File: src/core/vsim_map.svh
// Purpose: register offsets, field positions and reset values
// Assumes: 32-bit AHB-Lite word registers
// Notes:   offsets are byte addresses
`ifndef VSIM_MAP_SVH
`define VSIM_MAP_SVH
// register byte offsets (12-bit decode)
`define VSIM_OFF_PCI_CMD   12'hF04
`define VSIM_OFF_LIRQ_STAT 12'hF08
`define VSIM_OFF_S2_TO     12'hF34
`define VSIM_OFF_S3_CTL    12'hF3C
`define VSIM_OFF_S3_BS     12'hF40
`define VSIM_OFF_S3_BD     12'hF44
`define VSIM_OFF_S3_TO     12'hF48
`define VSIM_OFF_LW_CTL    12'hF64
`define VSIM_OFF_LW_BS     12'hF68
// control field positions
`define VSIM_B_EN      31
`define VSIM_B_POSTED_WRITE_ENABLE    30
`define VSIM_B_PREFETCH_READ_ENABLE    29
`define VSIM_F_PGM_HI  23
`define VSIM_F_PGM_LO  22
`define VSIM_F_SUP_HI  21
`define VSIM_F_SUP_LO  20
`define VSIM_F_VAS_HI  18
`define VSIM_F_VAS_LO  16
`define VSIM_B_W64     7
`define VSIM_B_LOCK    6
`define VSIM_F_LAS_HI  1
`define VSIM_F_LAS_LO  0
`define VSIM_B_BME     2
// reset values
`define VSIM_RST_SEL   2'h3
`define VSIM_RST_ZERO  32'h0000_0000
// space codes
`define VSIM_VAS_A16   3'h0
`define VSIM_VAS_A24   3'h1
`define VSIM_VAS_A32   3'h2
`define VSIM_VAS_USR1  3'h6
`define VSIM_VAS_USR2  3'h7
`define VSIM_LAS_MEM   2'h0
`define VSIM_LAS_RSVD  2'h3
`endif

File: src/core/vsim_pkg.sv
// Purpose: shared types of the inbound window block
// Assumes: constants live in vsim_map.svh
// Notes:   none
package vsim_pkg;
  // decoded window control fields
  typedef struct packed {
    logic       en;
    logic       posted_write_enable;
    logic       prefetch_read_enable;
    logic [1:0] program_data_am_select;
    logic [1:0] sup;
    logic [2:0] vme_space_select;
    logic       w64;
    logic       lock;
    logic [1:0] pci_space_select;
  } vsim_ctl_t;
  // request handed to the pci master datapath
  typedef struct packed {
    logic [31:0] addr;
    logic        write;
    logic [1:0]  space;
    logic        posted;
    logic        prefetch;
    logic        wide64;
    logic        lock;
  } vsim_pci_req_t;
  typedef enum logic [1:0] {
    VSIM_IDLE,
    VSIM_WAIT,
    VSIM_ACK
  } vsim_state_t;
endpackage

File: src/core/vsim_top.sv
// Purpose: inbound vme slave window 3 and location watch decode
// Assumes: vme pins are asynchronous, pci side on clk
// Notes:   registers on an ahb-lite slave, zero wait states
//
// Decided for this implementation: the AHB-Lite register port.
`timescale 1ns/1ns
`include "vsim_map.svh"
// Functional notes
// - images claim cycles only when enabled
// - slave image needs pci bus master enable
// - only memory-space writes may be posted
// - posted write enable selects posting
// - prefetch read enable selects prefetching
// - program/data select filters address modifiers
// - privilege select filters address modifiers
// - window 3 space select decode
// - wide pci enable allows 64-bit transfers
// - rmw lock enable holds pci lock
// - pci space select routes cycles
// - base, bound, offset hold bits 31:16
// - hit when base <= addr < bound
// - location watch is one 4k window
// - location watch takes reads and writes
// - no block transfers to location watch
// - address bits 4:3 pick status flag
// - own master cycles still get acknowledge
// - location watch stores no data
// - location watch space select decode
module vsim_top (
  input  wire logic                   clk,             // 10 MHz clock
  input  wire logic                   reset_n,         // async reset
  input  wire logic                   hsel,            // ahb select
  input  wire logic [31:0]            haddr,           // ahb address
  input  wire logic [1:0]             htrans,          // ahb transfer type
  input  wire logic                   hwrite,          // ahb write
  input  wire logic [2:0]             hsize,           // ahb size
  input  wire logic [31:0]            hwdata,          // ahb write data
  input  wire logic                   hready,          // ahb ready in
  output logic      [31:0]            hrdata,          // ahb read data
  output logic                        hreadyout,       // ahb ready out
  output logic                        hresp,           // ahb response
  input  wire logic                   vme_as_n,        // vme address strobe
  input  wire logic [31:0]            vme_addr,        // vme address
  input  wire logic [5:0]             vme_am,          // vme address modifier
  input  wire logic                   vme_write_n,     // vme write low
  input  wire logic                   vme_rmw,         // vme rmw in progress
  output logic                        vme_dtack_o,     // dtack level driven
  output logic                        vme_dtack_oe_n,  // dtack drive, low on
  output vsim_pkg::vsim_pci_req_t     pci_req,         // pci request fields
  output logic                        pci_req_valid,   // request pulse
  output logic                        pci_lock,        // pci bus lock
  input  wire logic                   pci_done,        // pci cycle finished
  output logic [3:0]                  local_irq_status // location flags
);

  // registers
  logic [15:0]         s2_to_q;     // window 2 offset bits 31:16
  vsim_pkg::vsim_ctl_t s3_ctl_q;    // window 3 control
  logic [15:0]         s3_bs_q;     // window 3 base
  logic [15:0]         s3_bd_q;     // window 3 bound
  logic [15:0]         s3_to_q;     // window 3 offset
  vsim_pkg::vsim_ctl_t lw_ctl_q;    // location watch control
  logic [19:0]         lw_bs_q;     // location watch base 31:12
  logic                bme_q;       // pci bus master enable
  logic [3:0]          lirq_q;      // location watch status flags
  // ahb data phase capture
  logic                wr_pend_q;   // write waiting for data
  logic [11:0]         wr_addr_q;   // captured write offset
  logic [31:0]         rdata_q;     // read data register
  // vme pin synchronisers
  logic [1:0]          as_sync_q;   // strobe sync chain
  logic                as_q;        // strobe delayed for edge
  logic [31:0]         addr_m_q;    // address sync stage 1
  logic [31:0]         addr_s_q;    // address sync stage 2
  logic [5:0]          am_m_q;      // modifier stage 1
  logic [5:0]          am_s_q;      // modifier stage 2
  logic [1:0]          wr_sync_q;   // write_n chain
  logic [1:0]          rmw_sync_q;  // rmw chain
  // slave state
  vsim_pkg::vsim_state_t   st_q;    // slave cycle state
  vsim_pkg::vsim_pci_req_t req_q;   // request to pci side
  logic                    req_v_q; // request pulse
  logic                    lock_q;  // pci lock held
  logic                    oe_n_q;  // dtack drive
  logic                    flag_hit; // location hit this cycle

  // control word packing for reads
  function automatic logic [31:0] ctl_word(input vsim_pkg::vsim_ctl_t c);
    logic [31:0] w;
    w = 32'h0000_0000;
    w[`VSIM_B_EN] = c.en;
    w[`VSIM_B_POSTED_WRITE_ENABLE] = c.posted_write_enable;
    w[`VSIM_B_PREFETCH_READ_ENABLE] = c.prefetch_read_enable;
    w[`VSIM_F_PGM_HI:`VSIM_F_PGM_LO] = c.program_data_am_select;
    w[`VSIM_F_SUP_HI:`VSIM_F_SUP_LO] = c.sup;
    w[`VSIM_F_VAS_HI:`VSIM_F_VAS_LO] = c.vme_space_select;
    w[`VSIM_B_W64] = c.w64;
    w[`VSIM_B_LOCK] = c.lock;
    w[`VSIM_F_LAS_HI:`VSIM_F_LAS_LO] = c.pci_space_select;
    return w;
  endfunction

  // address modifier check against one window's selections
  function automatic logic am_ok(input vsim_pkg::vsim_ctl_t c, input logic [5:0] am,
                                 input logic lm);
    logic sp;
    logic single;
    logic pg;
    logic sv;
    sp = 1'b0;
    single = (am[1:0] == 2'h1) || (am[1:0] == 2'h2);
    case (c.vme_space_select)
      `VSIM_VAS_A16:  sp = lm && (am[5:3] == 3'h5);
      `VSIM_VAS_A24:  sp = (am[5:3] == 3'h7);
      `VSIM_VAS_A32:  sp = (am[5:3] == 3'h1);
      `VSIM_VAS_USR1: sp = (am[5:3] == 3'h2);
      `VSIM_VAS_USR2: sp = (am[5:3] == 3'h3);
      default:        sp = 1'b0; // reserved codes claim nothing
    endcase
    // user spaces carry no program or privilege coding
    if (am[5:4] == 2'h1) begin
      return sp;
    end
    // a16 codes are data only; others must be single cycles
    if (am[5:3] == 3'h5) begin
      single = (am[1:0] == 2'h1);
    end
    pg = (am[1:0] == 2'h2) ? c.program_data_am_select[1] : c.program_data_am_select[0];
    sv = am[2] ? c.sup[1] : c.sup[0];
    // block and multiplexed block codes are never claimed here
    return sp && single && pg && sv;
  endfunction

  // decoded hits, combinational from synchronised pins
  logic        as_fall;   // strobe asserted edge
  logic        s3_hit;    // window 3 decode
  logic        lw_hit;    // location watch decode
  logic        vme_wr;    // write cycle
  logic        post_ok;   // write may be posted
  assign as_fall = as_q && !as_sync_q[1];
  assign vme_wr  = !wr_sync_q[1];
  assign s3_hit  = s3_ctl_q.en && bme_q
                   && (s3_ctl_q.pci_space_select != `VSIM_LAS_RSVD)
                   && (addr_s_q[31:16] >= s3_bs_q)
                   && (addr_s_q[31:16] < s3_bd_q)
                   && am_ok(s3_ctl_q, am_s_q, 1'b0);
  // bus master enable does not gate the watch; it never reaches pci
  assign lw_hit  = lw_ctl_q.en
                   && (addr_s_q[31:12] == lw_bs_q)
                   && am_ok(lw_ctl_q, am_s_q, 1'b1);
  assign post_ok = vme_wr && s3_ctl_q.posted_write_enable
                   && (s3_ctl_q.pci_space_select == `VSIM_LAS_MEM);
  assign flag_hit = (st_q == vsim_pkg::VSIM_IDLE) && as_fall && lw_hit;

  // pin synchronisers: logic reads the second stage, plus as_q for the strobe edge
  always_ff @(posedge clk or negedge reset_n) begin
    if (!reset_n) begin
      as_sync_q  <= 2'h3;
      as_q       <= 1'b1;
      addr_m_q   <= 32'h0000_0000;
      addr_s_q   <= 32'h0000_0000;
      am_m_q     <= 6'h00;
      am_s_q     <= 6'h00;
      wr_sync_q  <= 2'h3;
      rmw_sync_q <= 2'h0;
    end else begin
      as_sync_q  <= {as_sync_q[0], vme_as_n};
      as_q       <= as_sync_q[1];
      addr_m_q   <= vme_addr;
      addr_s_q   <= addr_m_q;
      am_m_q     <= vme_am;
      am_s_q     <= am_m_q;
      wr_sync_q  <= {wr_sync_q[0], vme_write_n};
      rmw_sync_q <= {rmw_sync_q[0], vme_rmw};
    end
  end

  // ahb address phase: capture writes, register read data
  always_ff @(posedge clk or negedge reset_n) begin
    if (!reset_n) begin
      wr_pend_q <= 1'b0;
      wr_addr_q <= 12'h000;
      rdata_q   <= 32'h0000_0000;
    end else begin
      wr_pend_q <= hsel && hready && htrans[1] && hwrite;
      if (hsel && hready && htrans[1]) begin
        wr_addr_q <= haddr[11:0];
        if (!hwrite) begin
          // unmapped offsets read as zero, reserved bits as zero
          case (haddr[11:0])
            `VSIM_OFF_PCI_CMD:   rdata_q <= {29'h0, bme_q, 2'h0};
            `VSIM_OFF_LIRQ_STAT: rdata_q <= {28'h0, lirq_q};
            `VSIM_OFF_S2_TO:     rdata_q <= {s2_to_q, 16'h0000};
            `VSIM_OFF_S3_CTL:    rdata_q <= ctl_word(s3_ctl_q);
            `VSIM_OFF_S3_BS:     rdata_q <= {s3_bs_q, 16'h0000};
            `VSIM_OFF_S3_BD:     rdata_q <= {s3_bd_q, 16'h0000};
            `VSIM_OFF_S3_TO:     rdata_q <= {s3_to_q, 16'h0000};
            `VSIM_OFF_LW_CTL:    rdata_q <= ctl_word(lw_ctl_q) & 32'h80F7_0000;
            `VSIM_OFF_LW_BS:     rdata_q <= {lw_bs_q, 12'h000};
            default:             rdata_q <= 32'h0000_0000;
          endcase
        end
      end
    end
  end

  // register writes in the data phase; hsize is ignored, words only
  always_ff @(posedge clk or negedge reset_n) begin
    if (!reset_n) begin
      bme_q    <= 1'b0;
      s2_to_q  <= 16'h0000;
      s3_bs_q  <= 16'h0000;
      s3_bd_q  <= 16'h0000;
      s3_to_q  <= 16'h0000;
      lw_bs_q  <= 20'h00000;
      s3_ctl_q <= '{program_data_am_select: `VSIM_RST_SEL, sup: `VSIM_RST_SEL, default: '0};
      lw_ctl_q <= '{program_data_am_select: `VSIM_RST_SEL, sup: `VSIM_RST_SEL, default: '0};
    end else if (wr_pend_q) begin
      case (wr_addr_q)
        `VSIM_OFF_PCI_CMD: bme_q   <= hwdata[`VSIM_B_BME];
        `VSIM_OFF_S2_TO:   s2_to_q <= hwdata[31:16];
        `VSIM_OFF_S3_BS:   s3_bs_q <= hwdata[31:16];
        `VSIM_OFF_S3_BD:   s3_bd_q <= hwdata[31:16];
        `VSIM_OFF_S3_TO:   s3_to_q <= hwdata[31:16];
        `VSIM_OFF_LW_BS:   lw_bs_q <= hwdata[31:12];
        `VSIM_OFF_S3_CTL: begin
          s3_ctl_q.en   <= hwdata[`VSIM_B_EN];
          s3_ctl_q.posted_write_enable <= hwdata[`VSIM_B_POSTED_WRITE_ENABLE];
          s3_ctl_q.prefetch_read_enable <= hwdata[`VSIM_B_PREFETCH_READ_ENABLE];
          s3_ctl_q.program_data_am_select  <= hwdata[`VSIM_F_PGM_HI:`VSIM_F_PGM_LO];
          s3_ctl_q.sup  <= hwdata[`VSIM_F_SUP_HI:`VSIM_F_SUP_LO];
          s3_ctl_q.vme_space_select  <= hwdata[`VSIM_F_VAS_HI:`VSIM_F_VAS_LO];
          s3_ctl_q.w64  <= hwdata[`VSIM_B_W64];
          s3_ctl_q.lock <= hwdata[`VSIM_B_LOCK];
          s3_ctl_q.pci_space_select  <= hwdata[`VSIM_F_LAS_HI:`VSIM_F_LAS_LO];
        end
        `VSIM_OFF_LW_CTL: begin
          // the watch has no pci controls; those fields stay zero
          lw_ctl_q.en  <= hwdata[`VSIM_B_EN];
          lw_ctl_q.program_data_am_select <= hwdata[`VSIM_F_PGM_HI:`VSIM_F_PGM_LO];
          lw_ctl_q.sup <= hwdata[`VSIM_F_SUP_HI:`VSIM_F_SUP_LO];
          lw_ctl_q.vme_space_select <= hwdata[`VSIM_F_VAS_HI:`VSIM_F_VAS_LO];
        end
        default: ;
      endcase
    end
  end

  // location watch flags: write one to clear, a new hit wins the clear
  always_ff @(posedge clk or negedge reset_n) begin
    if (!reset_n) begin
      lirq_q <= 4'h0;
    end else begin
      for (int i = 0; i < 4; i++) begin
        if (flag_hit && (addr_s_q[4:3] == i[1:0])) begin
          lirq_q[i] <= 1'b1;
        end else if (wr_pend_q && (wr_addr_q == `VSIM_OFF_LIRQ_STAT) && hwdata[i]) begin
          lirq_q[i] <= 1'b0;
        end
      end
    end
  end

  // slave cycle sequencing; the watch needs no data path at all
  always_ff @(posedge clk or negedge reset_n) begin
    if (!reset_n) begin
      st_q    <= vsim_pkg::VSIM_IDLE;
      req_q   <= '0;
      req_v_q <= 1'b0;
      lock_q  <= 1'b0;
      oe_n_q  <= 1'b1;
    end else begin
      req_v_q <= 1'b0;
      case (st_q)
        vsim_pkg::VSIM_IDLE: begin
          if (as_fall && lw_hit) begin
            // acked even when our own master ran the cycle
            oe_n_q <= 1'b0;
            st_q   <= vsim_pkg::VSIM_ACK;
          end else if (as_fall && s3_hit) begin
            req_q.addr     <= addr_s_q + {s3_to_q, 16'h0000};
            req_q.write    <= vme_wr;
            req_q.space    <= s3_ctl_q.pci_space_select;
            req_q.posted   <= post_ok;
            req_q.prefetch <= !vme_wr && s3_ctl_q.prefetch_read_enable;
            req_q.wide64   <= s3_ctl_q.w64;
            req_q.lock     <= rmw_sync_q[1] && s3_ctl_q.lock;
            lock_q         <= rmw_sync_q[1] && s3_ctl_q.lock;
            req_v_q        <= 1'b1;
            if (post_ok) begin
              // posted: vme side ends now, pci completes later
              oe_n_q <= 1'b0;
              st_q   <= vsim_pkg::VSIM_ACK;
            end else begin
              st_q <= vsim_pkg::VSIM_WAIT;
            end
          end
        end
        vsim_pkg::VSIM_WAIT: begin
          if (pci_done) begin
            oe_n_q <= 1'b0;
            st_q   <= vsim_pkg::VSIM_ACK;
          end
        end
        vsim_pkg::VSIM_ACK: begin
          // release on strobe; lock also ends when the strobe rises, rmw is not checked
          if (as_sync_q[1]) begin
            oe_n_q <= 1'b1;
            lock_q <= 1'b0;
            st_q   <= vsim_pkg::VSIM_IDLE;
          end
        end
        default: st_q <= vsim_pkg::VSIM_IDLE;
      endcase
    end
  end

  // outputs straight from flip-flops; hreadyout, hresp and vme_dtack_o are tied constants
  assign hrdata           = rdata_q;
  assign hreadyout        = 1'b1;
  assign hresp            = 1'b0;
  assign vme_dtack_o      = 1'b0;
  assign vme_dtack_oe_n   = oe_n_q;
  assign pci_req          = req_q;
  assign pci_req_valid    = req_v_q;
  assign pci_lock         = lock_q;
  assign local_irq_status = lirq_q;

endmodule

File: config.mk
export PLATFORM = sky130hd
export DESIGN_NAME = vsim_top
export DESIGN_NICKNAME = d
export VERILOG_FILES = /design/src/core/vsim_pkg.sv /design/src/core/vsim_top.sv
export VERILOG_INCLUDE_DIRS = /design/src /design/src/core
export SDC_FILE = /design/constraint.sdc
export NUM_CORES = 1
export LEC_CHECK = 0
export BUFFER_PORTS_ARGS = -buffer_cell sky130_fd_sc_hd__buf_2
export CORE_ASPECT_RATIO = 1.75
export CORE_MARGIN = 2
export CORE_UTILIZATION = 49
export CTS_BUF_LIST = sky130_fd_sc_hd__clkbuf_2
export DETAILED_ROUTE_END_ITERATION = 6
export PLACE_DENSITY = 0.71
export SLEW_MARGIN = 20
export SYNTH_ARGS = -nofsm -noshare
export SYNTH_HDL_FRONTEND = slang
export SYNTH_SLANG_ARGS = --single-unit
File: constraint.sdc
create_clock -name clk -period 3.13 [get_ports clk]
set_input_delay 0.1565 -clock clk [delete_from_list [all_inputs] [get_ports clk]]
set_output_delay 0.1565 -clock clk [all_outputs]
set_load 0.01 [all_outputs]
# Word level (Yosys, flattened, before mapping)
# Index checks and enable logic that the tools add are counted.
word_totals:
  output_inout_bits: 81
  ff_bits: 283
  romBits: 0
  latchBits: 0
  ramBits: 0
  mem_count: 0
  word_cells: 198
  inputBits: 116
op_classes:
  n_bitwise: 2
  n_div: 0
  eq_ne: 47
  multipliers: 0
  order_cmp: 2
  n_reduce_logical: 60
  muxes: 41
  n_addsub: 1
  n_shift: 0
ops:
  columns: ["op", "count"]
  rows:
  - ["32-bit case mux with 9 select lines", 1]
  - ["12-bit equality test, second input constant", 18]
  - ["1-bit logical AND", 34]
  - ["32-bit adder", 1]
  - ["1-bit two-way mux", 30]
  - ["20-bit equality test", 1]
  - ["3-bit equality test, second input constant", 6]
  - ["2-bit AND reduction", 9]
  - ["16-bit >= comparator", 1]
  - ["16-bit less-than comparator", 1]
  - ["3-bit by 2-bit equality test with 1-bit output, second input constant", 4]
  - ["2-bit two-way mux", 5]
  - ["2-bit nonzero test", 5]
  - ["3-bit by 1-bit equality test with 1-bit output, second input constant", 3]
  - ["2-bit by 1-bit equality test with 1-bit output, second input constant", 4]
  - ["2-bit equality test, second input constant", 4]
  - ["2-bit != test, second input constant", 4]
  - ["2-bit logical NOT", 3]
  - ["2-bit case mux with 3 select lines", 1]
  - ["3-bit AND reduction", 2]
  - ["1-bit case mux with 5 select lines", 1]
  - ["5-bit AND reduction", 1]
  - ["1-bit case mux with 4 select lines", 1]
  - ["4-bit AND reduction", 1]
  - ["10 further kinds", 12]

# Depth between registers and ports, before layout
logic_depth:
  word_depth: 13
  mapped_depth: 11
  depth_no_buf: 10

# Worst setup path before layout
# No wires, ideal clock.
synth_timing:
  kind: "flip-flop to flip-flop"
  from: "register addr_s_q[17]"
  to: "register req_q (netlist bit pci_req[36])"
  setup_slack_ns: 0.538
  t_arrival_ns: 2.467
  stages_incl_launch_ff: 9
  n_path_buf: 0
  period_less_slack_ns: 2.592
  cell_sequence: "dfrtp_1 -> ha_1 -> a211oi_1 -> nor3_1 -> or3_1 -> o41a_1 -> a2111oi_0 -> nor3_1 -> mux2_4"
synth_between:
  elab_chain_cells: 6
  word_cells_on_any_way: 13
  classes_between: "add/sub: 1; order compare: 2; eq/ne: 1; bitwise: 1; reduce/logical: 8"
synth_lines:
  columns: ["element", "line_no", "source"]
  rows:
  - ["from (decl)", "vsim_top.sv:74", "logic [31:0] addr_s_q;"]
  - ["from (signal assigned)", "vsim_top.sv:170", "addr_s_q <= addr_m_q;"]
  - ["16-bit >= comparator or 20-bit equality test (tied branches)", "vsim_top.sv:144, vsim_top.sv:149", null]
  - ["1-bit logical AND (on tied branches)", "vsim_top.sv:142, vsim_top.sv:149", null]
  - ["1-bit logical AND (on tied branches)", "vsim_top.sv:142, vsim_top.sv:150", null]
  - ["1-bit logical AND (on tied branches)", "vsim_top.sv:142, vsim_top.sv:276", null]
  - ["1-bit logical AND or 1-bit inverter (tied branches)", null, null]
  - ["3-bit AND reduction (no source line)", null, null]
  - ["to (decl)", "vsim_top.sv:81", "vsim_pkg::vsim_pci_req_t req_q;"]
# Several ways; a longest one is shown, not always the timed one.
# A chain may end at the register's enable or synchronous reset.

# Final worst setup path
layout_timing:
  from: "register addr_s_q[16]"
  to: "register req_q (netlist bit pci_req[37])"
# The elaborated chain is that of the path after synthesis.

==> impl_metrics.toml <==
[outcome]
status = "finished, final reports clean"

[layout]
drive_gt1_share_pct = 31.7
final_cell_count_no_fill = 1754
nFillCells = 1983
multiInputGateArea_mm2 = 0.00507
seq_area_mm2 = 0.00695
final_nets = 1552
syn2layout_area_growth_pct = 29.0

[yosys]
synthMuxAreaShare_pct = 14.1
ys_ff_latch = 277
synthCells = 994
synthAdderAreaFrac_pct = 4.99
synth_simple_gate_area_share_pct = 8.77
synth.avg_cell_area_um2 = 12.5
seq_area_frac_synth_pct = 55.8
synth_edf_count = 0
synth_flop_cell = "dfrtp_1"
ys_warn_count = 0
ys_types = 74
synth_top_family_by_area = "multiplexers"
synthesis.area_mm2 = 0.0124
ys_async_sr_fraction_pct = 100
synth-xor-area-share_pct = 2.39
synth-compound-area-share_pct = 10.0

[grt]
grt_pass1_wl_mm = 53.7
antenna_found_initial = 1
first_global_vias = 10307
track_usage_pct = 25.8
grt.overflow.total = 0
grt_max_degree = 113

[die]
core-area_mm2 = 0.0251
rows = 77
fp.dieW_um = 124
die_area_mm2 = 0.0267
start_util_pct = 49.5
ios = 197
die_y_um = 215

[clock_tree]
cts_max_level = 3
cts_tree = "yes"
clk_latency_ps = 940
cts_root_buf = "clkbuf_2"
cts.sinks = 277
numCtsBuffers = 66
path_clk_slew_ps = 110
ctsLongestPathBuffers = 3

[sta]
setup-tns-final_ps = 0
worst_slew_margin_rel_pct = 44.6
fin_crit_sh_pct = 95.1
skew_ps = 75.3
fmax_ghz = 0.336
fin_crit_ps = 2980
setup_viol_count_final = 0
worstMarginPinSlew_ps = 828
finalHoldViolations = 0
maxSlewViolCount = 0
rsz0062_at_grt = "true"

[routing]
avgViaCountPerCell = 5.49
ant_nets = 0
routedWlPerCell_um = 19.4
drtPass1Iterations = 5
drt-total-wl_mm = 34.0
vias = 9623
initialDrtViolationCount = 684
drc = 0

[run]
cap_violations = 0

[worst_hold_path]
hp-start = "hwdata[26]"
whs_path_depth = 3
holdPathEnd = "s3_bs_q[10]$_DFFE_PN0P_"
hold_class = "input port to flop"

[critical_path]
start_kind = "flop"
ff2ff_path_depth = 10
worst-setup-path-type = "flop to flop"
worstPathArrival_ps = 3790
r2r_end = "pci_req[37]$_DFFE_PN0P_"
critPathCaptureType = "flop"
required_ps = 3940
ff2ff_setup_slack_ps = 150
crit_fanout = 4
r2r-start = "addr_s_q[16]$_DFF_PN0_"
cp-startpoint = "addr_s_q[16]$_DFF_PN0_"

[placed_design]
globalplace.congestion = 0.894
hpwlAfterDp_mm = 22.0
portBuffers = 157
dp_cells = 1459

[power_and_ir_drop]
p_leak_nw = 8.05
ir_worst_vdd_mv = 0.332
p_per_area_mw_per_mm2 = 424
## worst max-delay path, cell delays in order (launching register included)
cell and delay [ps]:
dfrtp_1 410, ha_1 290, inv_1 80, fa_1 400, nor2b_1 170, o31a_1 190
o21ai_0 210, a32oi_2 320, mux2_2 390, xor2_1 150, mux2_4 250
## where the power goes
| group | internal (mW) | switching, mW | total (mW) |
|---|---|---|---|
| Combinational | 0.321 | 0.286 | 0.606 |
| Sequential | 3.68 | 0.0834 | 3.76 |
| Clock | 0.987 | 1.46 | 2.45 |
| Total | 4.99 | 1.83 | 6.82 |
## sequential cells by signal, summed over array words and instances, names as in the netlist, 2 cells and up
signal / flops
local_irq_status: 4
wr_addr_q: 12
am_m_q: 6
as_sync_q: 2
pci_req: 39
addr_m_q: 32
addr_s_q: 32
rmw_sync_q: 2
s3_to_q: 16
wr_sync_q: 2
am_s_q: 6
s3_bd_q: 16
hrdata: 26
s3_ctl_q: 14
s3_bs_q: 16
st_q: 2
lw_ctl_q: 8
lw_bs_q: 20
s2_to_q: 16
## cell usage after synthesis, types with 6 or more instances
cell | n | share of area [%]
a222oi_1 | 14 | 1.1
o21ai_0 | 44 | 1.8
inv_1 | 55 | 1.7
mux2_2 | 102 | 9.2
dfrtp_1 | 263 | 53
a22oi_1 | 24 | 1.4
nor2_1 | 37 | 1.1
a21o_1 | 6 | 0.36
ha_1 | 48 | 4.8
a22o_1 | 25 | 1.8
xnor2_1 | 8 | 0.56
mux2i_1 | 9 | 0.72
nand2b_1 | 10 | 0.50
nand3_1 | 15 | 0.60
nor3_1 | 12 | 0.48
a21oi_1 | 28 | 1.1
nor2b_1 | 6 | 0.30
buf_4 | 9 | 0.54
nand4_1 | 8 | 0.40
dfstp_2 | 14 | 3.0
xor2_1 | 26 | 1.8
nand2_1 | 84 | 2.5
mux2_4 | 34 | 4.1
clkbuf_1 | 19 | 0.57
nor4_1 | 8 | 0.40
## through the flow
stage / hold WS (ps) / utilization, % / setup slack, ps / total power, mW / instance area (um2)
after floorplan: -139 / - / 538 / 4.00 / 12500
after global routing: 70.7 / 63.9 / -3.26 / 7.15 / 16100
after global placement: 111 / 54.3 / 245 / 4.21 / 13600
after detailed placement: 114 / 54.3 / 216 / 4.22 / 13600
after CTS: 1.32 / 63.8 / 150 / 6.89 / 16000
final: 109 / 63.9 / 153 / 6.82 / 16100
## logic make-up (layout without fill, tap and decap cells)
| family | count (synthesis) | count (layout) |
|---|---|---|
| buf+inv | 95 | 531 |
| xor+xnor | 34 | 34 |
| simple gates | 214 | 214 |
| flops | 277 | 277 |
| other cells | 2 | 10 |
| mux | 146 | 146 |
| compound gates | 177 | 177 |
| fa+ha+maj | 49 | 49 |
## per-layer routing
metal  up-vias  part of all wire (%)  global-route usage [%]
met2       350                    54                    47.0
met1      4775                    37                    27.4
met4         0                   5.0                    14.7
met3       113                   4.8                    5.08
met5         -                     0                       0
li1       4385                     -                       -
## cell usage in the layout (no fill, tap or decap), types with 6 or more instances in the layout
master and instances:
dfstp_2 14, a22o_1 25, clkinv_1 11, clkbuf_2 95
a21o_1 6, inv_1 55, mux2_2 102, conb_1 9
mux2i_1 9, a21oi_1 28, a22oi_1 24, buf_2 156
ha_1 48, a222oi_1 14, nand2_1 84, xor2_1 26
nand3_1 15, nand2b_1 10, clkinv_2 6, nor4_1 8
nand4_1 8, o21ai_0 44, nor2b_1 6, nor2_1 36
nor3_1 12, dlygate4sd3_1 175, dfrtp_1 263, xnor2_1 8
mux2_4 34, buf_4 21
## what timing repair did
item / 4_1_cts / 5_1_grt
hold buffers: 176 / 0
gates resized for setup: 0 / 2
buffers inserted: 0 / 0
hold endpoints to repair: 471 / 0
setup endpoints to repair: 0 / 2
## worst max path at each step
stage / endpoint / slack, ps / depth (start not counted)
2_1_floorplan: pci_req[36]$_DFFE_PN0P_ / 540 / 8
3_3_place_gp: pci_req[37]$_DFFE_PN0P_ / 250 / 10
3_5_place_dp: pci_req[36]$_DFFE_PN0P_ / 220 / 8
4_1_cts: pci_req[37]$_DFFE_PN0P_ / 150 / 10
5_1_grt: pci_req[37]$_DFFE_PN0P_ / -3 / 10
6_report: pci_req[37]$_DFFE_PN0P_ / 150 / 10
## layout make-up
| class | instances | area share [%] |
|---|---|---|
| diodes | 1 | 0.0156 |
| multi-input cells | 629 | 31.6 |
| clock buffers | 95 | 2.96 |
| well taps | 316 | 2.46 |
| clock inverters | 23 | 0.912 |
| inverters | 55 | 1.29 |
| repair buffers | 358 | 17.5 |
| flip-flops and latches | 277 | 43.3 |
(Power assumes the default switching activity.)
